**src/sei_pkg.sv**
```systemverilog
// Package for the serial port error interrupt block
package sei_pkg;
  localparam int unsigned SEI_W = 32;
  localparam logic [31:0] SEI_RESET    = 32'h0000_0080;
  localparam logic [31:0] SEI_EN_MASK  = 32'h0000_7c7f;
  localparam logic [31:0] SEI_FLG_MASK = 32'h7f7f_0000;
  localparam int unsigned SEI_FLG_LSB  = 16;

  // Flag bit positions in the combined register
  localparam int unsigned B_BREAK   = 16;
  localparam int unsigned B_UCRC    = 17;
  localparam int unsigned B_UTMO    = 18;
  localparam int unsigned B_UFRM    = 19;
  localparam int unsigned B_UNOISE  = 20;
  localparam int unsigned B_URXOVR  = 21;
  localparam int unsigned B_UTXOVR  = 22;
  localparam int unsigned B_SRXFULL = 24;
  localparam int unsigned B_STXEMP  = 25;
  localparam int unsigned B_RDERR   = 26;
  localparam int unsigned B_WRERR   = 27;
  localparam int unsigned B_SCRC    = 28;
  localparam int unsigned B_STXUND  = 29;
  localparam int unsigned B_SRXOVR  = 30;

  typedef struct packed {
    logic brk;
    logic ucrc;
    logic utmo;
    logic ufrm;
    logic unoise;
    logic urxovr;
    logic utxovr;
    logic srxfull;
    logic stxemp;
    logic rderr;
    logic wrerr;
    logic scrc;
    logic stxund;
    logic srxovr;
  } sei_evt_s;

  typedef struct packed {
    logic [SEI_W-1:0] reg_val;
    logic             irq;
  } sei_state_s;
endpackage

```
**src/sei_serial_error_irq.sv**
```systemverilog
// Serial port error flags, enables and interrupt pins
`timescale 1ns/1ps
module sei_serial_error_irq
  import sei_pkg::*;
(
  input  wire logic                  i_clk,
  input  wire logic                  i_rst_n,
  input  wire logic                  i_ce,
  input  wire sei_pkg::sei_evt_s     i_evt,
  input  wire logic                  i_wr,
  input  wire logic [31:0]           i_wdata,
  output logic      [31:0]           o_rdata,
  output logic                       o_irq_pin_a,
  output logic                       o_irq_pin_b
);
  import sei_pkg::*;

  sei_state_s st;
  sei_state_s next_st;
  logic [31:0] evt_vec;
  logic [31:0] flags;
  logic [31:0] enables;

  // Event positions follow the register layout, unused bits stay zero
  always_comb begin
    evt_vec = '0;
    evt_vec[B_BREAK]   = i_evt.brk;
    evt_vec[B_UCRC]    = i_evt.ucrc;
    evt_vec[B_SCRC]    = i_evt.scrc;
    evt_vec[B_UTMO]    = i_evt.utmo;
    evt_vec[B_UFRM]    = i_evt.ufrm;
    evt_vec[B_UNOISE]  = i_evt.unoise;
    evt_vec[B_URXOVR]  = i_evt.urxovr;
    evt_vec[B_UTXOVR]  = i_evt.utxovr;
    evt_vec[B_SRXFULL] = i_evt.srxfull;
    evt_vec[B_STXEMP]  = i_evt.stxemp;
    evt_vec[B_RDERR]   = i_evt.rderr;
    evt_vec[B_WRERR]   = i_evt.wrerr;
    evt_vec[B_STXUND]  = i_evt.stxund;
    evt_vec[B_SRXOVR]  = i_evt.srxovr;
  end

  always_comb begin
    next_st = st;
    flags   = st.reg_val & SEI_FLG_MASK;
    // Write-one-to-clear on flags; new event wins over clear
    if (i_wr) begin
      next_st.reg_val = (st.reg_val & ~SEI_EN_MASK) | (i_wdata & SEI_EN_MASK);
      flags           = flags & ~i_wdata;
    end
    flags = (flags | evt_vec) & SEI_FLG_MASK;
    next_st.reg_val = (next_st.reg_val & ~SEI_FLG_MASK) | flags;
    enables = next_st.reg_val & SEI_EN_MASK;
    // Enable n gates flag n+16; pins registered from next state
    next_st.irq = |((enables << SEI_FLG_LSB) & flags);
  end

  // Reset takes priority over the clock enable
  always_ff @(posedge i_clk) begin
    if (!i_rst_n) begin
      st.reg_val <= SEI_RESET;
      st.irq     <= 1'b0;
    end else if (i_ce) begin
      st <= next_st;
    end
  end

  assign o_rdata     = st.reg_val;
  assign o_irq_pin_a = st.irq;
  assign o_irq_pin_b = st.irq;

  property p_irq_follows;
    @(posedge i_clk) disable iff (!i_rst_n)
      i_ce ##1 1'b1 |-> o_irq_pin_a ==
        |(((st.reg_val & SEI_EN_MASK) << SEI_FLG_LSB) & st.reg_val & SEI_FLG_MASK);
  endproperty
  a_irq_follows: assert property (p_irq_follows) else $error("irq mismatch");

  property p_pins_equal;
    @(posedge i_clk) disable iff (!i_rst_n) o_irq_pin_a == o_irq_pin_b;
  endproperty
  a_pins_equal: assert property (p_pins_equal) else $error("pins differ");

  property p_brk_set;
    @(posedge i_clk) disable iff (!i_rst_n) i_ce && i_evt.brk |=> o_rdata[B_BREAK];
  endproperty
  a_brk_set: assert property (p_brk_set) else $error("break not set");

  property p_crc_set;
    @(posedge i_clk) disable iff (!i_rst_n)
      i_ce && i_evt.scrc |=> o_rdata[B_SCRC];
  endproperty
  a_crc_set: assert property (p_crc_set) else $error("spi crc not set");

  property p_tmo_set;
    @(posedge i_clk) disable iff (!i_rst_n) i_ce && i_evt.utmo |=> o_rdata[B_UTMO];
  endproperty
  a_tmo_set: assert property (p_tmo_set) else $error("timeout not set");

  property p_frm_set;
    @(posedge i_clk) disable iff (!i_rst_n) i_ce && i_evt.ufrm |=> o_rdata[B_UFRM];
  endproperty
  a_frm_set: assert property (p_frm_set) else $error("framing not set");

  property p_wr_set;
    @(posedge i_clk) disable iff (!i_rst_n) i_ce && i_evt.wrerr |=> o_rdata[B_WRERR];
  endproperty
  a_wr_set: assert property (p_wr_set) else $error("write err not set");

  property p_sticky;
    @(posedge i_clk) disable iff (!i_rst_n)
      o_rdata[B_SRXOVR] && !(i_ce && i_wr && i_wdata[B_SRXOVR]) |=> o_rdata[B_SRXOVR];
  endproperty
  a_sticky: assert property (p_sticky) else $error("flag lost");

  property p_reserved;
    @(posedge i_clk) disable iff (!i_rst_n)
      o_rdata[31] == 1'b0 && o_rdata[23] == 1'b0 && o_rdata[15] == 1'b0;
  endproperty
  a_reserved: assert property (p_reserved) else $error("reserved bit set");

  // Every event lands one cycle after the edge that takes it
  property p_ucrc_set;
    @(posedge i_clk) disable iff (!i_rst_n)
      i_ce && i_evt.ucrc |=> o_rdata[B_UCRC];
  endproperty
  a_ucrc_set: assert property (p_ucrc_set) else $error("uart crc not set");

  property p_noise_set;
    @(posedge i_clk) disable iff (!i_rst_n)
      i_ce && i_evt.unoise |=> o_rdata[B_UNOISE];
  endproperty
  a_noise_set: assert property (p_noise_set) else $error("noise not set");

  property p_urxovr_set;
    @(posedge i_clk) disable iff (!i_rst_n)
      i_ce && i_evt.urxovr |=> o_rdata[B_URXOVR];
  endproperty
  a_urxovr_set: assert property (p_urxovr_set) else $error("uart rx overrun not set");

  property p_utxovr_set;
    @(posedge i_clk) disable iff (!i_rst_n)
      i_ce && i_evt.utxovr |=> o_rdata[B_UTXOVR];
  endproperty
  a_utxovr_set: assert property (p_utxovr_set) else $error("uart tx overrun not set");

  property p_rxfull_set;
    @(posedge i_clk) disable iff (!i_rst_n)
      i_ce && i_evt.srxfull |=> o_rdata[B_SRXFULL];
  endproperty
  a_rxfull_set: assert property (p_rxfull_set) else $error("rx full not set");

  property p_txemp_set;
    @(posedge i_clk) disable iff (!i_rst_n)
      i_ce && i_evt.stxemp |=> o_rdata[B_STXEMP];
  endproperty
  a_txemp_set: assert property (p_txemp_set) else $error("tx empty not set");

  // Diagnostic flags alone never reach the pins
  property p_diag_quiet;
    @(posedge i_clk) disable iff (!i_rst_n)
      (o_rdata & SEI_FLG_MASK & ~((32'h1 << B_SRXFULL) | (32'h1 << B_STXEMP))) == '0
        |-> !o_irq_pin_a;
  endproperty
  a_diag_quiet: assert property (p_diag_quiet) else $error("diag flag on pin");

  property p_rderr_set;
    @(posedge i_clk) disable iff (!i_rst_n)
      i_ce && i_evt.rderr |=> o_rdata[B_RDERR];
  endproperty
  a_rderr_set: assert property (p_rderr_set) else $error("read err not set");

  property p_stxund_set;
    @(posedge i_clk) disable iff (!i_rst_n)
      i_ce && i_evt.stxund |=> o_rdata[B_STXUND];
  endproperty
  a_stxund_set: assert property (p_stxund_set) else $error("tx underrun not set");

  property p_srxovr_set;
    @(posedge i_clk) disable iff (!i_rst_n)
      i_ce && i_evt.srxovr |=> o_rdata[B_SRXOVR];
  endproperty
  a_srxovr_set: assert property (p_srxovr_set) else $error("rx overrun not set");

  property p_clear;
    @(posedge i_clk) disable iff (!i_rst_n)
      i_ce && i_wr && i_wdata[B_BREAK] && !i_evt.brk |=> !o_rdata[B_BREAK];
  endproperty
  a_clear: assert property (p_clear) else $error("flag not cleared");

  property p_ce_freeze;
    @(posedge i_clk) disable iff (!i_rst_n)
      !i_ce |=> $stable(o_rdata) && $stable(o_irq_pin_a);
  endproperty
  a_ce_freeze: assert property (p_ce_freeze) else $error("state moved while frozen");

  property p_en_store;
    @(posedge i_clk) disable iff (!i_rst_n)
      i_ce && i_wr |=> (o_rdata & SEI_EN_MASK) == ($past(i_wdata) & SEI_EN_MASK);
  endproperty
  a_en_store: assert property (p_en_store) else $error("enables not stored");

  property p_en_off;
    @(posedge i_clk) disable iff (!i_rst_n)
      (o_rdata & SEI_EN_MASK) == '0 |-> !o_irq_pin_a;
  endproperty
  a_en_off: assert property (p_en_off) else $error("pin high with no enable");

  property p_rst_val;
    @(posedge i_clk)
      !i_rst_n |=> o_rdata == SEI_RESET && !o_irq_pin_a && !o_irq_pin_b;
  endproperty
  a_rst_val: assert property (p_rst_val) else $error("bad reset state");
endmodule
```
**config.mk**
```make
export PLATFORM = sky130hd
export DESIGN_NAME = sei_serial_error_irq
export DESIGN_NICKNAME = d
export VERILOG_FILES = /design/src/sei_pkg.sv /design/src/sei_serial_error_irq.sv
export SDC_FILE = /design/constraint.sdc
export NUM_CORES = 1
export LEC_CHECK = 0
export ABC_CLOCK_PERIOD_IN_PS = 1100
export BUFFER_PORTS_ARGS = -buffer_cell sky130_fd_sc_hd__buf_2
export CORE_UTILIZATION = 43
export CTS_CLUSTER_SIZE = 14
export DETAILED_ROUTE_END_ITERATION = 8
export GPL_ROUTABILITY_DRIVEN = 0
export PLACE_DENSITY = 0.76
export SLEW_MARGIN = 40
export SYNTH_ARGS = -nofsm -noshare
export SYNTH_HDL_FRONTEND = slang
export SYNTH_SLANG_ARGS = --single-unit
```
**constraint.sdc**
```tcl
create_clock -name i_clk -period 1.1 [get_ports i_clk]
set_input_delay 0.11 -clock i_clk [delete_from_list [all_inputs] [get_ports i_clk]]
set_output_delay 0.11 -clock i_clk [all_outputs]
set_load 0.05 [all_outputs]
```
---- Word-level counts from Yosys, hierarchy flattened ----
Index checks and enable logic that the tools add are counted.
W data, S select, Z words.
word-level totals
  register bits after elaboration ......... 33
  output and inout port bits .............. 34
  logic and storage cells ................. 11
cells by class
  muxes and demuxes ....................... 2
  reduce and logical (&&, ||, !) cells .... 1
  bitwise logic cells ..................... 6
operators with widths
  operator           number
  $and A31 B31 Y31   2
  $mux W32           1
  $or A32 B15 Y32    1
  $or A32 B31 Y32    1
  $reduce_or A32 Y1  1
  $mux W31           1
  $not A31 Y31       1
  $or A31 B31 Y31    1

---- Longest topological paths before layout ----
  depth after elaboration ................. 7
  mapped depth ............................ 7

---- Least setup slack after synthesis ----
OpenSTA, ideal clock, no wires.
  path kind ............................... reg-to-reg
  start point ............................. register st (netlist bit o_rdata[2])
  end point ............................... register st (netlist bit o_irq_pin_a)
  arrival ................................. 1.090 ns
  cell stages (with the launch flop) ...... 5
  buffers on the path ..................... 0
  clock period less this slack ............ 1.219 ns
  slack ................................... -0.119 ns
  setup time .............................. 0.129 ns
  cells stage by stage .................... dfxtp_1 o22ai_1 a21oi_1 nor4_1 a31oi_1
on the way
  word-level cells in the longest chain between the ends .. 4
ends and longest elaborated chain
  what                      line                        RTL
  start: declaration        sei_serial_error_irq.sv:18  sei_state_s st;
  start signal: assignment  sei_serial_error_irq.sv:64  st <= next_st;
  $mux W32                  sei_serial_error_irq.sv:47  if (i_wr) begin
  $or A32 B31 Y32           sei_serial_error_irq.sv:52  next_st.reg_val = (next_st.reg_val & ~SEI_FLG_MASK) | flags;
  $and A31 B31 Y31          sei_serial_error_irq.sv:55  next_st.irq = |((enables << SEI_FLG_LSB) & flags);
  $reduce_or A32 Y1         sei_serial_error_irq.sv:55
No other way between the ends.
A chain may end at the register's enable or synchronous reset.

---- Worst setup path in the final report ----
  start point ............................. register st (netlist bit o_rdata[10])
  end point ............................... register st (netlist bit o_irq_pin_a)
The elaborated chain is that of the path after synthesis.

==> results by group <==
Outcome
  – Status: finished clean

Critical path
  – Worst Setup Start Kind: flip-flop
  – RR Startpoint: o_rdata[10]
  – WS Path Type: flip-flop to flip-flop
  – Worst EP arrival: around 1.3 ns
  – CP required: 1.34 ns
  – Worst path cell trace: o22ai_2 > a21oi_1 > nor4_1 > a31oi_1
  – CP max stage cell: dfxtp_4
  – Crit path from: o_rdata[10]
  – Critical path endpoint category: flip-flop
  – CP peak stage delay: 0.38 ns
  – Crit-path max FO: 3

Power and ir drop
  – Sequential power share: around 48%
  – Internal power: between 0.001 and 0.0015 W
  – Power Dens Cells: 1120 nW/um2
  – Clk pwr share: roughly a fifth
  – P_sw: 0.000826 W
  – Gate power share: 33.0%
  – Sw Share: 35.9%
  – Peak supply drop: 0.000930 V
  – LEAKAGE: 0.935 nW

Finish
  – Commonest non-fill, non-tap cell in the layout: buf_2
  – Area of the multi-input gates: around 770 um2
  – Non-Filler Instances: between 300 and 400
  – Area grow syn2layout: 40.7%
  – N_diodes: 0
  – Commonest cells after routing, fill and taps aside: buf_2 (43), nand2_1 (39), clkbuf_4 (26)
  – Final #Nets: around 310
  – Fillcell total: 290
  – Layout cells sized above 1: 49.2%
  – Register area: 576 um2
  – Post-layout util: 65.6%

Global route
  – Most Crowded Layer GR: met2
  – Largest net degree at the start of global routing: 15
  – Initial antenna violation count: 0
  – Met2 Use GR: about a third
  – Congestion Overflow GR: 0
  – GRT met1 Usage: 25.1%
  – GR Layer Usage met3: around 4.5%
  – Vias in the first global route: 1255
  – First-pass GRT wire length: 5460 um
  – Gr usage total: 20.1%

STA
  – Min Clock Period, post-route: roughly 1.1 ns
  – Final slew viol count: 0
  – Clk_skew: 0.00779 ns
  – Final Hold Viols: 0
  – Post-route clock period utilization: slightly below 100%
  – FMAX: 0.914 GHz
  – Total negative slack: 0 ns
  – Setup violators final: 0
  – Unrepaired setup endpoints after global routing: yes

Logic synthesis
  – Syn Inst Count: 180
  – Xor/xnor share of the synthesized area: 0%
  – Netlist cell types: 25
  – Syn Std Cell Area: 1460 um2
  – Post-synthesis sequential area ratio: 37.0%
  – Syn. warnings: 0
  – Simple-Gate Fraction of Synth Area: 18.4%
  – Synth Register Bits: 27
  – Mux contribution to synthesized area: 0.686%
  – Syn_area_per_cell: slightly above 8 um2
  – Largest family of logic cells by synthesized area: compound AO/OA/AOI/OAI gates
  – Complex-gate fraction of the synthesized area: a little over 30%
  – Post-Synth Adder-Cell Area: 0%

Route
  – Vias per inst: 5.08
  – Routed WL: 3800 um
  – ANT nets after route: 0
  – DR pass1 iterations: 5
  – Wire per inst: 12.6 um
  – Residual DRC: 0
  – DRT iter0 DRCs: 51
  – Detailed-route via count: 1533

Floorplanning
  – Core box area: 3130 um2
  – Die H: 60.2 um
  – Die area: 3630 um2
  – Die W: 60.2 um
  – FP Rows: 20
  – IO Count: 84
  – Initial Util: 46.6%

Worst hold path
  – Hold path start: i_wdata[5]
  – Hold WC Path Type: primary input to flip-flop

Clock network
  – TritonCTS clock tree: built
  – Worst skew pair latency: 0.33 ns
  – Setup bufs post-CTS: 0
  – Clk root buf: clkbuf_4
  – Max Buffers Root-to-Sink: 2
  – # clock sinks: 27
  – H-tree Lvls: 1
  – Worst-path clk slew: approximately 0.15 ns
  – CTS Buf Count: 3

Place
  – Placed Cells: 292
  – Post-detail-place hpwl: 2790 um
  – I/O Buffers: 71

Flow run
  – Max Cap Violations: 0
==> state kept, by name, indices dropped and copies added (netlist names) <==
name	flops
o_irq_pin_a	1
o_rdata	26
==> layout make-up <==
| type | instances | area share, % |
|---|---|---|
| clock buffer | 4 | 1.28 |
| inverter | 11 | 2.01 |
| multi-input combinational | 128 | 37.5 |
| sequential | 27 | 28.0 |
| tap | 44 | 2.68 |
| timing repair buffer | 88 | 28.5 |
==> synthesized netlist by cell type, drive strengths merged <==
cell type	instances	area, um2
nand2	39	146
buf	14	129
mux2i	1	10.0
nor2	1	3.75
o22ai	11	81.3
inv	11	41.3
and2	1	6.26
clkbuf	4	18.8
o21ai	13	65.1
dfxtp	27	541
nor2b	13	81.3
a22oi	13	97.6
nand2b	1	6.26
nor4	3	25.0
a21boi	12	128
conb	2	7.51
a21oi	13	65.1
a31oi	1	6.26
==> per-layer routing <==
metal,up-vias,wire length (um)
met5,-,0
met4,0,25
met3,4,221
met2,54,1930
met1,715,1620
li1,760,-
==> per-stage QoR <==
| stage | hold WS, ns | area (um2) | setup slack, ns | total power (W) |
|---|---|---|---|---|
| after floorplan | 0.245 | 1510 | 0.00307 | 0.00162 |
| after global placement | 0.365 | 1870 | -0.0573 | 0.00180 |
| after detailed placement | 0.368 | 1870 | -0.0634 | 0.00181 |
| after CTS | 0.00447 | 1890 | -0.00723 | 0.00223 |
| after global routing | 0.000457 | 2050 | -0.0452 | 0.00241 |
| final | 0.00339 | 2050 | 0.00605 | 0.00230 |
==> worst max-delay path, delay by kind of cell (launching register included) <==
kind | cells | cell delay (ns)
compound gates | 3 | 0.31
simple gates | 1 | 0.32
flops | 1 | 0.38
==> timing repair <==
| item | 4_1_cts | 5_1_grt |
|---|---|---|
| pin swaps | 1 | 7 |
| hold buffers | 0 | 6 |
| setup endpoints to repair | 3 | 29 |
| gates resized for setup | 0 | 39 |
| endpoints found under the hold margin | 0 | 6 |
==> cell families after synthesis <==
family	count (synthesis)
AO/OA/AOI/OAI	63
AND/OR/NAND/NOR	58
buffers and inverters	29
flip-flops	27
other	2
multiplexers	1
==> power by group through the flow <==
stage | combinational [W] | sequential, W | clock [W]
2_1_floorplan | 0.000316 | 0.00131 | 0
3_5_place_dp | 0.000699 | 0.00111 | 0
5_1_grt | 0.000811 | 0.00110 | 0.000501
3_3_place_gp | 0.000691 | 0.00111 | 0
6_report | 0.000760 | 0.00109 | 0.000446
4_1_cts | 0.000699 | 0.00109 | 0.000443
==> final timing paths <==
path / end / slack (ns) / cells after the start
max reg2reg: o_irq_pin_a / 0.006 / 4
min: o_rdata[5] / 0.003 / 3
min reg2reg: o_rdata[0] / 0.48 / 2
max: o_irq_pin_a / 0.006 / 4
No activity file was read; power rests on OpenSTA's default activity.
